[src/cipc_pkg.sv]
/*
 * Constants shared by the codec input path control block: register
 * indices, field positions, reset values and serial link figures.
 * Assumes a 7-bit register index and 9-bit register data per control word.
 */
package cipc_pkg;

	// Control word layout: 7-bit index then 9-bit data, MSB first
	localparam int unsigned WORD_BITS  = 16;
	localparam int unsigned IDX_BITS   = 7;
	localparam int unsigned DATA_BITS  = 9;
	localparam int unsigned BYTE_BITS  = 8;

	// Register indices
	localparam logic [6:0] IDX_POWER_MANAGEMENT_TWO = 7'h02;
	localparam logic [6:0] IDX_INPUT_SOURCE_ROUTING = 7'h2C;

	// Reset values
	localparam logic [8:0] RST_POWER_MANAGEMENT_TWO = 9'h000;
	localparam logic [8:0] RST_INPUT_SOURCE_ROUTING = 9'h002;

	// Field positions
	localparam int unsigned BIT_INPUT_AMP_ENABLE   = 2;
	localparam int unsigned BIT_AUX_TO_AMP_NEG     = 2;
	localparam int unsigned BIT_INV_MIC_TO_AMP_NEG = 1;
	localparam int unsigned BIT_AMP_POS_SOURCE_SEL = 0;

	// Fixed 2-wire target address and write direction bit
	localparam logic [6:0] TARGET_ADDR = 7'h1A;
	localparam logic       DIR_WRITE   = 1'b0;

	// Synchroniser lanes: strap, serial clock, serial data, select
	localparam int unsigned SYNC_LANES    = 4;
	localparam int unsigned LANE_STRAP    = 0;
	localparam int unsigned LANE_SCLK     = 1;
	localparam int unsigned LANE_SDIN     = 2;
	localparam int unsigned LANE_CSB      = 3;
	localparam logic [3:0]  SYNC_RST_VAL  = 4'hE;

	// Audio port data formats
	typedef enum logic [1:0] {
		CIPC_FMT_RIGHT_JUST,
		CIPC_FMT_LEFT_JUST,
		CIPC_FMT_I2S,
		CIPC_FMT_DSP
	} cipc_fmt_e;

	// 2-wire receive sequence
	typedef enum logic [2:0] {
		CIPC_TW_IDLE,
		CIPC_TW_ADDR,
		CIPC_TW_ACK_ADDR,
		CIPC_TW_BYTE_HI,
		CIPC_TW_ACK_HI,
		CIPC_TW_BYTE_LO,
		CIPC_TW_ACK_LO
	} cipc_tw_state_e;

endpackage : cipc_pkg

[src/cipc_input_path_ctrl.sv]
/*
 * Input path control register bank of a mono codec, written by a host
 * over a 2-wire or 3-wire serial control link chosen by a strap pin.
 * Assumes link pins are asynchronous to sys_clk and much slower than it
 * (link clock period 200 ns or more); the shared data pin is open drain.
 */
// Overview of operation
// - Strap high selects 3-wire control link, strap low selects 2-wire link.
// - In 2-wire mode act only as target at fixed address 0011010.
// - Disabled ADC or DAC logic is frozen in its last enabled state.
// - Four-signal audio port supports I2S, DSP, left and right justified.
// - Audio port is clock master driving bit/frame clocks, or clock slave.
// - PLL may make the master clock, else drive clocks out on clock pin.
// - Routing bit 2, reset 0, connects aux amplifier to amp negative input.
// - Routing bit 1, reset 1, connects inverting mic pin to amp negative.
// - Routing bit 0, reset 0, picks mid-rail (0) or non-inverting mic (1).
// - Power management two bit 2, reset 0, enables the input mic amp.
// - Input amplifier gain programmable from -12 dB to +35.25 dB.
// - Boost stage after the input amp adds up to 20 dB more gain.
// - Converter filtering supports sample rates from 8 to 48 ks/s.
// - ADC path has one high-pass filter and four notch filters.
// - Each unused circuit section can be powered down by software; here only the input amp has one (power management two bit 2).
`timescale 1ns/100ps

module cipc_input_path_ctrl (
	// Clock and reset
	input  wire logic       sys_clk,
	input  wire logic       resetn,
	// Control link pins
	input  wire logic       mode_strap,
	input  wire logic       ctrl_sclk,
	input  wire logic       ctrl_csb,
	input  wire logic       ctrl_sdin_in,
	output logic            ctrl_sdin_out,
	output logic            ctrl_sdin_oe,
	// Converter and clocking controls from the rest of the chip
	input  wire logic       adc_enable,
	input  wire logic       dac_enable,
	input  wire logic [1:0] aif_format,
	input  wire logic       aif_master,
	input  wire logic       pll_select,
	// Analogue routing and power controls
	output logic            aux_to_amp_neg,
	output logic            inv_mic_to_amp_neg,
	output logic            amp_pos_source_sel,
	output logic            input_amp_enable,
	// Converter hold and audio port controls
	output logic            adc_logic_hold,
	output logic            dac_logic_hold,
	output logic            aif_clocks_oe,
	output logic [1:0]      aif_format_sel,
	output logic            mclk_from_pll,
	output logic            clock_output_pin_en,
	// Status
	output logic            link_is_3wire
);

	// Reset release
	logic rst_meta_ff;
	logic rst_n_ff;

	always_ff @(posedge sys_clk or negedge resetn) begin
		if (!resetn) begin
			rst_meta_ff <= 1'b0;
			rst_n_ff    <= 1'b0;
		end else begin
			rst_meta_ff <= 1'b1;
			rst_n_ff    <= rst_meta_ff;
		end
	end

	// Pin synchronisers, two flops per lane
	logic [cipc_pkg::SYNC_LANES-1:0] pin_raw;
	logic [cipc_pkg::SYNC_LANES-1:0] pin_meta_ff;
	logic [cipc_pkg::SYNC_LANES-1:0] pin_sync_ff;

	assign pin_raw[cipc_pkg::LANE_STRAP] = mode_strap;
	assign pin_raw[cipc_pkg::LANE_SCLK]  = ctrl_sclk;
	assign pin_raw[cipc_pkg::LANE_SDIN]  = ctrl_sdin_in;
	assign pin_raw[cipc_pkg::LANE_CSB]   = ctrl_csb;

	genvar gi;
	generate
		for (gi = 0; gi < cipc_pkg::SYNC_LANES; gi++) begin : g_sync
			always_ff @(posedge sys_clk or negedge rst_n_ff) begin
				if (!rst_n_ff) begin
					pin_meta_ff[gi] <= cipc_pkg::SYNC_RST_VAL[gi];
					pin_sync_ff[gi] <= cipc_pkg::SYNC_RST_VAL[gi];
				end else begin
					pin_meta_ff[gi] <= pin_raw[gi];
					pin_sync_ff[gi] <= pin_meta_ff[gi];
				end
			end
		end
	endgenerate

	// Delayed copies for edge finding
	logic sclk_d_ff;
	logic sdin_d_ff;
	logic csb_d_ff;
	logic mode_3w_ff;

	always_ff @(posedge sys_clk or negedge rst_n_ff) begin
		if (!rst_n_ff) begin
			sclk_d_ff  <= 1'b1;
			sdin_d_ff  <= 1'b1;
			csb_d_ff   <= 1'b1;
			mode_3w_ff <= 1'b0;
		end else begin
			sclk_d_ff  <= pin_sync_ff[cipc_pkg::LANE_SCLK];
			sdin_d_ff  <= pin_sync_ff[cipc_pkg::LANE_SDIN];
			csb_d_ff   <= pin_sync_ff[cipc_pkg::LANE_CSB];
			mode_3w_ff <= pin_sync_ff[cipc_pkg::LANE_STRAP];
		end
	end

	logic sclk_s;
	logic sdin_s;
	logic sclk_rise;
	logic sclk_fall;
	logic csb_rise;
	logic tw_start;
	logic tw_stop;

	assign sclk_s    = pin_sync_ff[cipc_pkg::LANE_SCLK];
	assign sdin_s    = pin_sync_ff[cipc_pkg::LANE_SDIN];
	assign sclk_rise = sclk_s & ~sclk_d_ff;
	assign sclk_fall = ~sclk_s & sclk_d_ff;
	assign csb_rise  = pin_sync_ff[cipc_pkg::LANE_CSB] & ~csb_d_ff;
	// Data moving while clock stays high marks start or stop
	assign tw_start  = ~mode_3w_ff & sclk_s & sclk_d_ff & sdin_d_ff & ~sdin_s;
	assign tw_stop   = ~mode_3w_ff & sclk_s & sclk_d_ff & ~sdin_d_ff & sdin_s;

	// 3-wire receiver: shift on clock rise, commit on select rise
	logic [cipc_pkg::WORD_BITS-1:0] tri_shift_ff;

	always_ff @(posedge sys_clk or negedge rst_n_ff) begin
		if (!rst_n_ff) begin
			tri_shift_ff <= '0;
		end else if (mode_3w_ff && sclk_rise) begin
			tri_shift_ff <= {tri_shift_ff[cipc_pkg::WORD_BITS-2:0], sdin_s};
		end
	end

	// 2-wire receiver
	cipc_pkg::cipc_tw_state_e tw_state_ff;
	cipc_pkg::cipc_tw_state_e nxt_tw_state;
	logic [cipc_pkg::BYTE_BITS-1:0] tw_shift_ff;
	logic [cipc_pkg::BYTE_BITS-1:0] tw_hi_ff;
	logic [3:0]                     tw_cnt_ff;
	logic                           tw_byte_done;
	logic                           tw_addr_hit;
	logic                           tw_commit;

	assign tw_byte_done = (tw_cnt_ff == 4'(cipc_pkg::BYTE_BITS));
	assign tw_addr_hit  = (tw_shift_ff[cipc_pkg::BYTE_BITS-1:1] == cipc_pkg::TARGET_ADDR) &&
	                      (tw_shift_ff[0] == cipc_pkg::DIR_WRITE);

	always_comb begin
		nxt_tw_state = tw_state_ff;
		if (mode_3w_ff || tw_stop) begin
			nxt_tw_state = cipc_pkg::CIPC_TW_IDLE;
		end else if (tw_start) begin
			nxt_tw_state = cipc_pkg::CIPC_TW_ADDR;
		end else if (sclk_fall) begin
			unique case (tw_state_ff)
				cipc_pkg::CIPC_TW_IDLE: begin
					nxt_tw_state = cipc_pkg::CIPC_TW_IDLE;
				end
				cipc_pkg::CIPC_TW_ADDR: begin
					if (tw_byte_done) begin
						// Foreign address or read request: stay silent
						nxt_tw_state = tw_addr_hit ? cipc_pkg::CIPC_TW_ACK_ADDR
						                           : cipc_pkg::CIPC_TW_IDLE;
					end
				end
				cipc_pkg::CIPC_TW_ACK_ADDR: begin
					nxt_tw_state = cipc_pkg::CIPC_TW_BYTE_HI;
				end
				cipc_pkg::CIPC_TW_BYTE_HI: begin
					if (tw_byte_done) begin
						nxt_tw_state = cipc_pkg::CIPC_TW_ACK_HI;
					end
				end
				cipc_pkg::CIPC_TW_ACK_HI: begin
					nxt_tw_state = cipc_pkg::CIPC_TW_BYTE_LO;
				end
				cipc_pkg::CIPC_TW_BYTE_LO: begin
					if (tw_byte_done) begin
						nxt_tw_state = cipc_pkg::CIPC_TW_ACK_LO;
					end
				end
				cipc_pkg::CIPC_TW_ACK_LO: begin
					nxt_tw_state = cipc_pkg::CIPC_TW_IDLE;
				end
			endcase
		end
	end

	always_ff @(posedge sys_clk or negedge rst_n_ff) begin
		if (!rst_n_ff) begin
			tw_state_ff <= cipc_pkg::CIPC_TW_IDLE;
		end else begin
			tw_state_ff <= nxt_tw_state;
		end
	end

	// Bit counter restarts at each new byte; shifter is not cleared, new bits shift through it
	always_ff @(posedge sys_clk or negedge rst_n_ff) begin
		if (!rst_n_ff) begin
			tw_cnt_ff   <= '0;
			tw_shift_ff <= '0;
		end else if (tw_start || nxt_tw_state != tw_state_ff) begin
			tw_cnt_ff <= '0;
		end else if (sclk_rise && !tw_byte_done) begin
			tw_cnt_ff   <= tw_cnt_ff + 4'h1;
			tw_shift_ff <= {tw_shift_ff[cipc_pkg::BYTE_BITS-2:0], sdin_s};
		end
	end

	always_ff @(posedge sys_clk or negedge rst_n_ff) begin
		if (!rst_n_ff) begin
			tw_hi_ff <= '0;
		end else if (tw_state_ff == cipc_pkg::CIPC_TW_BYTE_HI &&
		             nxt_tw_state == cipc_pkg::CIPC_TW_ACK_HI) begin
			tw_hi_ff <= tw_shift_ff;
		end
	end

	assign tw_commit = (tw_state_ff == cipc_pkg::CIPC_TW_BYTE_LO) &&
	                   (nxt_tw_state == cipc_pkg::CIPC_TW_ACK_LO);

	// Acknowledge by pulling data low through the ninth clock
	logic sdin_oe_ff;

	always_ff @(posedge sys_clk or negedge rst_n_ff) begin
		if (!rst_n_ff) begin
			sdin_oe_ff <= 1'b0;
		end else begin
			sdin_oe_ff <= (nxt_tw_state == cipc_pkg::CIPC_TW_ACK_ADDR) ||
			              (nxt_tw_state == cipc_pkg::CIPC_TW_ACK_HI) ||
			              (nxt_tw_state == cipc_pkg::CIPC_TW_ACK_LO);
		end
	end

	assign ctrl_sdin_out = 1'b0;
	assign ctrl_sdin_oe  = sdin_oe_ff;

	// Common write port
	logic                           wr_stb;
	logic [cipc_pkg::WORD_BITS-1:0] wr_word;
	logic [cipc_pkg::IDX_BITS-1:0]  wr_idx;
	logic [cipc_pkg::DATA_BITS-1:0] wr_data;

	always_comb begin
		wr_stb  = 1'b0;
		wr_word = {tw_hi_ff, tw_shift_ff};
		if (mode_3w_ff) begin
			wr_stb  = csb_rise;
			wr_word = tri_shift_ff;
		end else begin
			wr_stb  = tw_commit;
		end
	end

	assign wr_idx  = wr_word[cipc_pkg::WORD_BITS-1 -: cipc_pkg::IDX_BITS];
	assign wr_data = wr_word[cipc_pkg::DATA_BITS-1:0];

	// Register bank; unmapped indices are ignored
	logic [cipc_pkg::DATA_BITS-1:0] power_management_two_ff;
	logic [cipc_pkg::DATA_BITS-1:0] input_source_routing_ff;

	always_ff @(posedge sys_clk or negedge rst_n_ff) begin
		if (!rst_n_ff) begin
			power_management_two_ff <= cipc_pkg::RST_POWER_MANAGEMENT_TWO;
		end else if (wr_stb && wr_idx == cipc_pkg::IDX_POWER_MANAGEMENT_TWO) begin
			power_management_two_ff <= wr_data;
		end
	end

	always_ff @(posedge sys_clk or negedge rst_n_ff) begin
		if (!rst_n_ff) begin
			input_source_routing_ff <= cipc_pkg::RST_INPUT_SOURCE_ROUTING;
		end else if (wr_stb && wr_idx == cipc_pkg::IDX_INPUT_SOURCE_ROUTING) begin
			input_source_routing_ff <= wr_data;
		end
	end

	assign aux_to_amp_neg     = input_source_routing_ff[cipc_pkg::BIT_AUX_TO_AMP_NEG];
	assign inv_mic_to_amp_neg =
		input_source_routing_ff[cipc_pkg::BIT_INV_MIC_TO_AMP_NEG];
	assign amp_pos_source_sel =
		input_source_routing_ff[cipc_pkg::BIT_AMP_POS_SOURCE_SEL];
	// Amplifier gain range and boost are analogue; only the enable lives here
	assign input_amp_enable   =
		power_management_two_ff[cipc_pkg::BIT_INPUT_AMP_ENABLE];

	// Converter hold and clocking controls, registered for clean levels
	logic                 adc_hold_ff;
	logic                 dac_hold_ff;
	logic                 aif_oe_ff;
	logic [1:0]           aif_fmt_ff;
	logic                 pll_mclk_ff;
	logic                 clock_output_pin_en_ff;

	always_ff @(posedge sys_clk or negedge rst_n_ff) begin
		if (!rst_n_ff) begin
			adc_hold_ff <= 1'b1;
			dac_hold_ff <= 1'b1;
		end else begin
			// Hold keeps filter state; clock must still run to flush it
			adc_hold_ff <= ~adc_enable;
			dac_hold_ff <= ~dac_enable;
		end
	end

	always_ff @(posedge sys_clk or negedge rst_n_ff) begin
		if (!rst_n_ff) begin
			aif_oe_ff    <= 1'b0;
			aif_fmt_ff   <= cipc_pkg::CIPC_FMT_I2S;
			pll_mclk_ff  <= 1'b0;
			clock_output_pin_en_ff <= 1'b0;
		end else begin
			aif_oe_ff    <= aif_master;
			aif_fmt_ff   <= aif_format;
			pll_mclk_ff  <= pll_select;
			clock_output_pin_en_ff <= ~pll_select;
		end
	end

	assign adc_logic_hold      = adc_hold_ff;
	assign dac_logic_hold      = dac_hold_ff;
	assign aif_clocks_oe       = aif_oe_ff;
	assign aif_format_sel      = aif_fmt_ff;
	assign mclk_from_pll       = pll_mclk_ff;
	assign clock_output_pin_en = clock_output_pin_en_ff;
	assign link_is_3wire       = mode_3w_ff;

endmodule : cipc_input_path_ctrl

[config.mk]
export PLATFORM = sky130hd
export DESIGN_NAME = cipc_input_path_ctrl
export DESIGN_NICKNAME = d
export VERILOG_FILES = /design/src/cipc_pkg.sv /design/src/cipc_input_path_ctrl.sv
export SDC_FILE = /design/constraint.sdc
export NUM_CORES = 1
export LEC_CHECK = 0
export BUFFER_PORTS_ARGS = -buffer_cell sky130_fd_sc_hd__buf_2
export CORE_MARGIN = 2
export CORE_UTILIZATION = 43
export CTS_CLUSTER_DIAMETER = 40
export DETAILED_ROUTE_END_ITERATION = 6
export PLACE_DENSITY = 0.69
export SLEW_MARGIN = 20
export SYNTH_ARGS = -nofsm -noshare
export SYNTH_HDL_FRONTEND = slang
export SYNTH_SLANG_ARGS = --single-unit
[constraint.sdc]
create_clock -name sys_clk -period 5.35 [get_ports sys_clk]
set_input_delay 1.07 -clock sys_clk [delete_from_list [all_inputs] [get_ports sys_clk]]
set_output_delay 1.07 -clock sys_clk [all_outputs]
set_load 0.05 [all_outputs]
==> results.rst <==
.. list-table::
   :header-rows: 1

   * - Metric
     - Value
   * - Kind of cell adding the most delay to the critical path
     - flip-flops
   * - Bufs and invs on worst path
     - 1
   * - Slowest CP cell
     - dfrtp_1
   * - Placed Cells
     - 299
   * - Maximum operating frequency
     - 404.9 MHz
   * - GR Util All Layers
     - 14.72%
   * - Filler instances
     - 535
   * - DIE AREA
     - 0.006960 sq mm
   * - Number of pins with negative max-slew slack in the final report
     - 0
   * - Critical path capture point type
     - output port
   * - Most frequent cell after synthesis
     - dfrtp_1
   * - Largest family of logic cells by synthesized area
     - multiplexers
   * - Pre-CTS setup slack
     - 3238 ps
   * - Io pins
     - 26
   * - Xor and xnor area share after synthesis
     - 1.614%
   * - Number of nets in the layout
     - 249
   * - Vias in the first global route
     - 1,667
   * - Antenna diode count
     - 0
   * - Initial cell density of the core
     - 45.02%
   * - CTS root buffer
     - clkbuf_8
   * - Post-layout min period
     - 2470 ps
   * - Number of sinks handled by clock tree synthesis
     - 64
   * - Average footprint of a synthesized cell
     - 13.17 sq um
   * - H-Tree Depth
     - 3
   * - Top post-synthesis cells by area
     - dfrtp_1, dfstp_2, mux2_2
   * - Instance count of the mapped netlist
     - 206
   * - CTS Hold Buffers Added
     - 0
   * - Final hold vios
     - 0
   * - Simple-Gate Fraction of Synth Area
     - 12.96%
   * - Worst reg2reg path depth
     - 4
   * - Clock-pin slew on the worst setup and hold paths
     - 70 ps
   * - Class of the worst hold path
     - reg2async
   * - Required time of the critical path
     - 4280 ps
   * - Max-cap viol count
     - 0
   * - Overflow left after global routing
     - 0
   * - Final worst clock skew
     - 9.916 ps
   * - Later-pin clock latency in the skew report
     - 350 ps
   * - Launching element type of the critical path
     - register
   * - CTS Buffer Depth
     - 2
   * - Share of the yosys chip area belonging to registers
     - 59.64%
   * - Via density per instance
     - 5.254
   * - Global-route wire length before repair
     - 8.086 mm
   * - Post-route DRC
     - 0
   * - Vias after detailed routing
     - 1,655
   * - Aggregate routed wire length
     - 4.642 mm
   * - Slowest Stage Delay on Critical Path
     - 690 ps
   * - Total iterations of the first detailed-routing run
     - 4
   * - Yosys cell types
     - 49
   * - Max_slew headroom
     - 55.48%
   * - Reg2Reg Setup Slack
     - 3210 ps
   * - Resized cells post-CTS
     - 0
   * - Power density over the cells
     - 378.9 mW/mm^2
   * - Kind of critical path
     - reg2out
   * - Synthesized netlist net count
     - 220
   * - Share of the synthesized area in compound gates (AO/OA/AOI/OAI)
     - 5.950%
   * - Initial antenna violation count
     - 0
   * - Drt wl/cell
     - 14.74 um
   * - Placer congestion estimate
     - 0.8521
   * - Final worst slack
     - 2880 ps
   * - Pin slew with the least headroom to its limit
     - 666.2 ps
   * - Reg-to-reg critical path endpoint
     - input_source_routing_ff[2]
   * - Post-synth ARST share
     - 100.0%
   * - Lkg Pwr
     - 1.419 nW
   * - Synth top area share
     - 47.05%
   * - Maximum fanout encountered on the critical timing path
     - 16
   * - Width of the die
     - 83.43 um
   * - Placed wire-length estimate after detailed placement
     - 3.224 mm
   * - Area of the core
     - 0.006026 sq mm
   * - Cells along the critical path
     - buf_2
   * - Crit share post-route
     - 46.16%
   * - Biggest area consumer among synthesized cells
     - dfrtp_1
   * - Iteration-0 DRC Markers
     - 83
   * - Prevailing post-synth register cell
     - dfrtp_1
   * - Share of layout cells above drive strength 1
     - 36.67%
   * - Post-route antenna net violation count
     - 0
   * - Arrival time worst endpoint
     - 1400 ps
   * - Number of standard-cell rows in the floorplan
     - 28
   * - Final-report setup violation count
     - 0
   * - CTS tree
     - yes
   * - Area overhead of the layout relative to synthesis
     - 13.24%
   * - Total placed instance area
     - 0.002892 sq mm
   * - Most numerous cell types in the synthesized netlist
     - dfrtp_1, mux2_2, nand2_1
   * - Cell Count, Final, Fillers Out
     - 315
   * - Peak supply drop
     - 0.1987 mV
   * - Setup repair after global routing missed its margin
     - no
   * - Number of enable flip-flop cells after synthesis
     - 0
   * - Number of clock buffers inserted by TritonCTS
     - 9
   * - Overall die height
     - 83.43 um
   * - Adder-cell share of the synthesized area
     - 0.9225%
   * - Count of input and output buffers
     - 24
   * - Synthesized cell area
     - 0.002713 sq mm
   * - Final-layout setup total negative slack
     - 0 ps
   * - Maximum number of pins on one net before global-route repair
     - 38
   * - Status
     - completed
   * - Post-synthesis mux area share
     - 16.05%
   * - #FFs+latches synth
     - 64
   * - Worst reg2reg startpoint
     - link_is_3wire
   * - Number of warnings printed during yosys synthesis
     - 0
   * - Total non-filler cell area in the finished layout
     - 0.003072 sq mm
   * - Post-CTS repair timing setup buffer count
     - 0
## state kept, by name (all words and copies together), names as in the netlist
| register | count |
|---|---|
| mclk_from_pll | 1 |
| csb_d_ff | 1 |
| sclk_d_ff | 1 |
| sdin_s | 1 |
| tw_state_ff | 3 |
| link_is_3wire | 1 |
| pin_sync_ff | 2 |
| tri_shift_ff | 16 |
| sclk_s | 1 |
| pin_meta_ff | 4 |
| tw_cnt_ff | 4 |
| aif_clocks_oe | 1 |
| input_source_routing_ff | 3 |
| rst_n_ff | 1 |
| tw_hi_ff | 7 |
| ctrl_sdin_oe | 1 |
| clock_output_pin_en | 1 |
| power_management_two_ff | 1 |
| dac_logic_hold | 1 |
| adc_logic_hold | 1 |
| sdin_d_ff | 1 |
| tw_shift_ff | 8 |
| aif_format_sel | 2 |
| rst_meta_ff | 1 |
## cell usage in the layout (no fill, tap or decap), drive strengths merged, types with 3 or more instances in the layout
cell	instances
mux2	36
nor2b	5
nor2	8
clkbuf	9
dfrtp	51
nand3	7
buf	25
xor2	4
mux2i	3
inv	8
and3	3
nand3b	5
a21oi	5
nand2	15
dfstp	13
nor4	4
clkinvlp	4
## through the flow
step / utilization [%] / total power, mW / hold slack [ps]
global route: 50.98 / 1.230 / 321.0
detailed placement: 47.99 / 0.8050 / 276.3
global placement: 47.99 / 0.7949 / 267.3
finish: 50.98 / 1.164 / 254.2
CTS: 50.98 / 1.182 / 279.0
floorplan: - / 0.7546 / 331.2
## cells by family after synthesis
kind of cell             Yosys count
XOR/XNOR                           5
AND/OR/NAND/NOR                   59
multiplexers                      39
buffers and inverters             14
other                              2
flip-flops                        64
adder cells (fa/ha/maj)            2
AO/OA/AOI/OAI                     21
## layout make-up
class,instances,area [sq um],area share [%]
Clock buffer,9,123.9,4.033
Clock inverter,7,56.30,1.833
Inverter,7,26.28,0.8554
Multi-Input combinational cell,128,1025,33.36
Sequential cell,64,1619,52.71
Tap cell,75,93.84,3.055
Timing Repair Buffer,25,127.6,4.155
## routing by layer
metal	part of all wire (%)	wire [um]	GRT usage, %	vias up
met5	0	0	0	-
met4	1.6	74	4.399	0
met3	5.3	248	6.958	8
met2	46	2124	22.21	38
met1	47	2194	18.97	821
li1	-	-	-	788
## power by group
group	leakage (nW)	switching [mW]	total, mW	internal [mW]
registers	0.788	0.0707	0.637	0.566
clock network	0.0781	0.200	0.370	0.170
logic	0.553	0.0731	0.157	0.0836
total	1.42	0.344	1.16	0.820
## worst max path at each step
stage,start,end,cells past startpoint
after floorplan,tw_cnt_ff[0],input_source_routing_ff[2],8
after detailed placement,link_is_3wire,input_source_routing_ff[2],4
final,link_is_3wire,link_is_3wire,1
after CTS,link_is_3wire,link_is_3wire,1
after global placement,link_is_3wire,input_source_routing_ff[2],4
after global routing,link_is_3wire,link_is_3wire,1
Note: power is estimated with default switching activity, not from simulation.
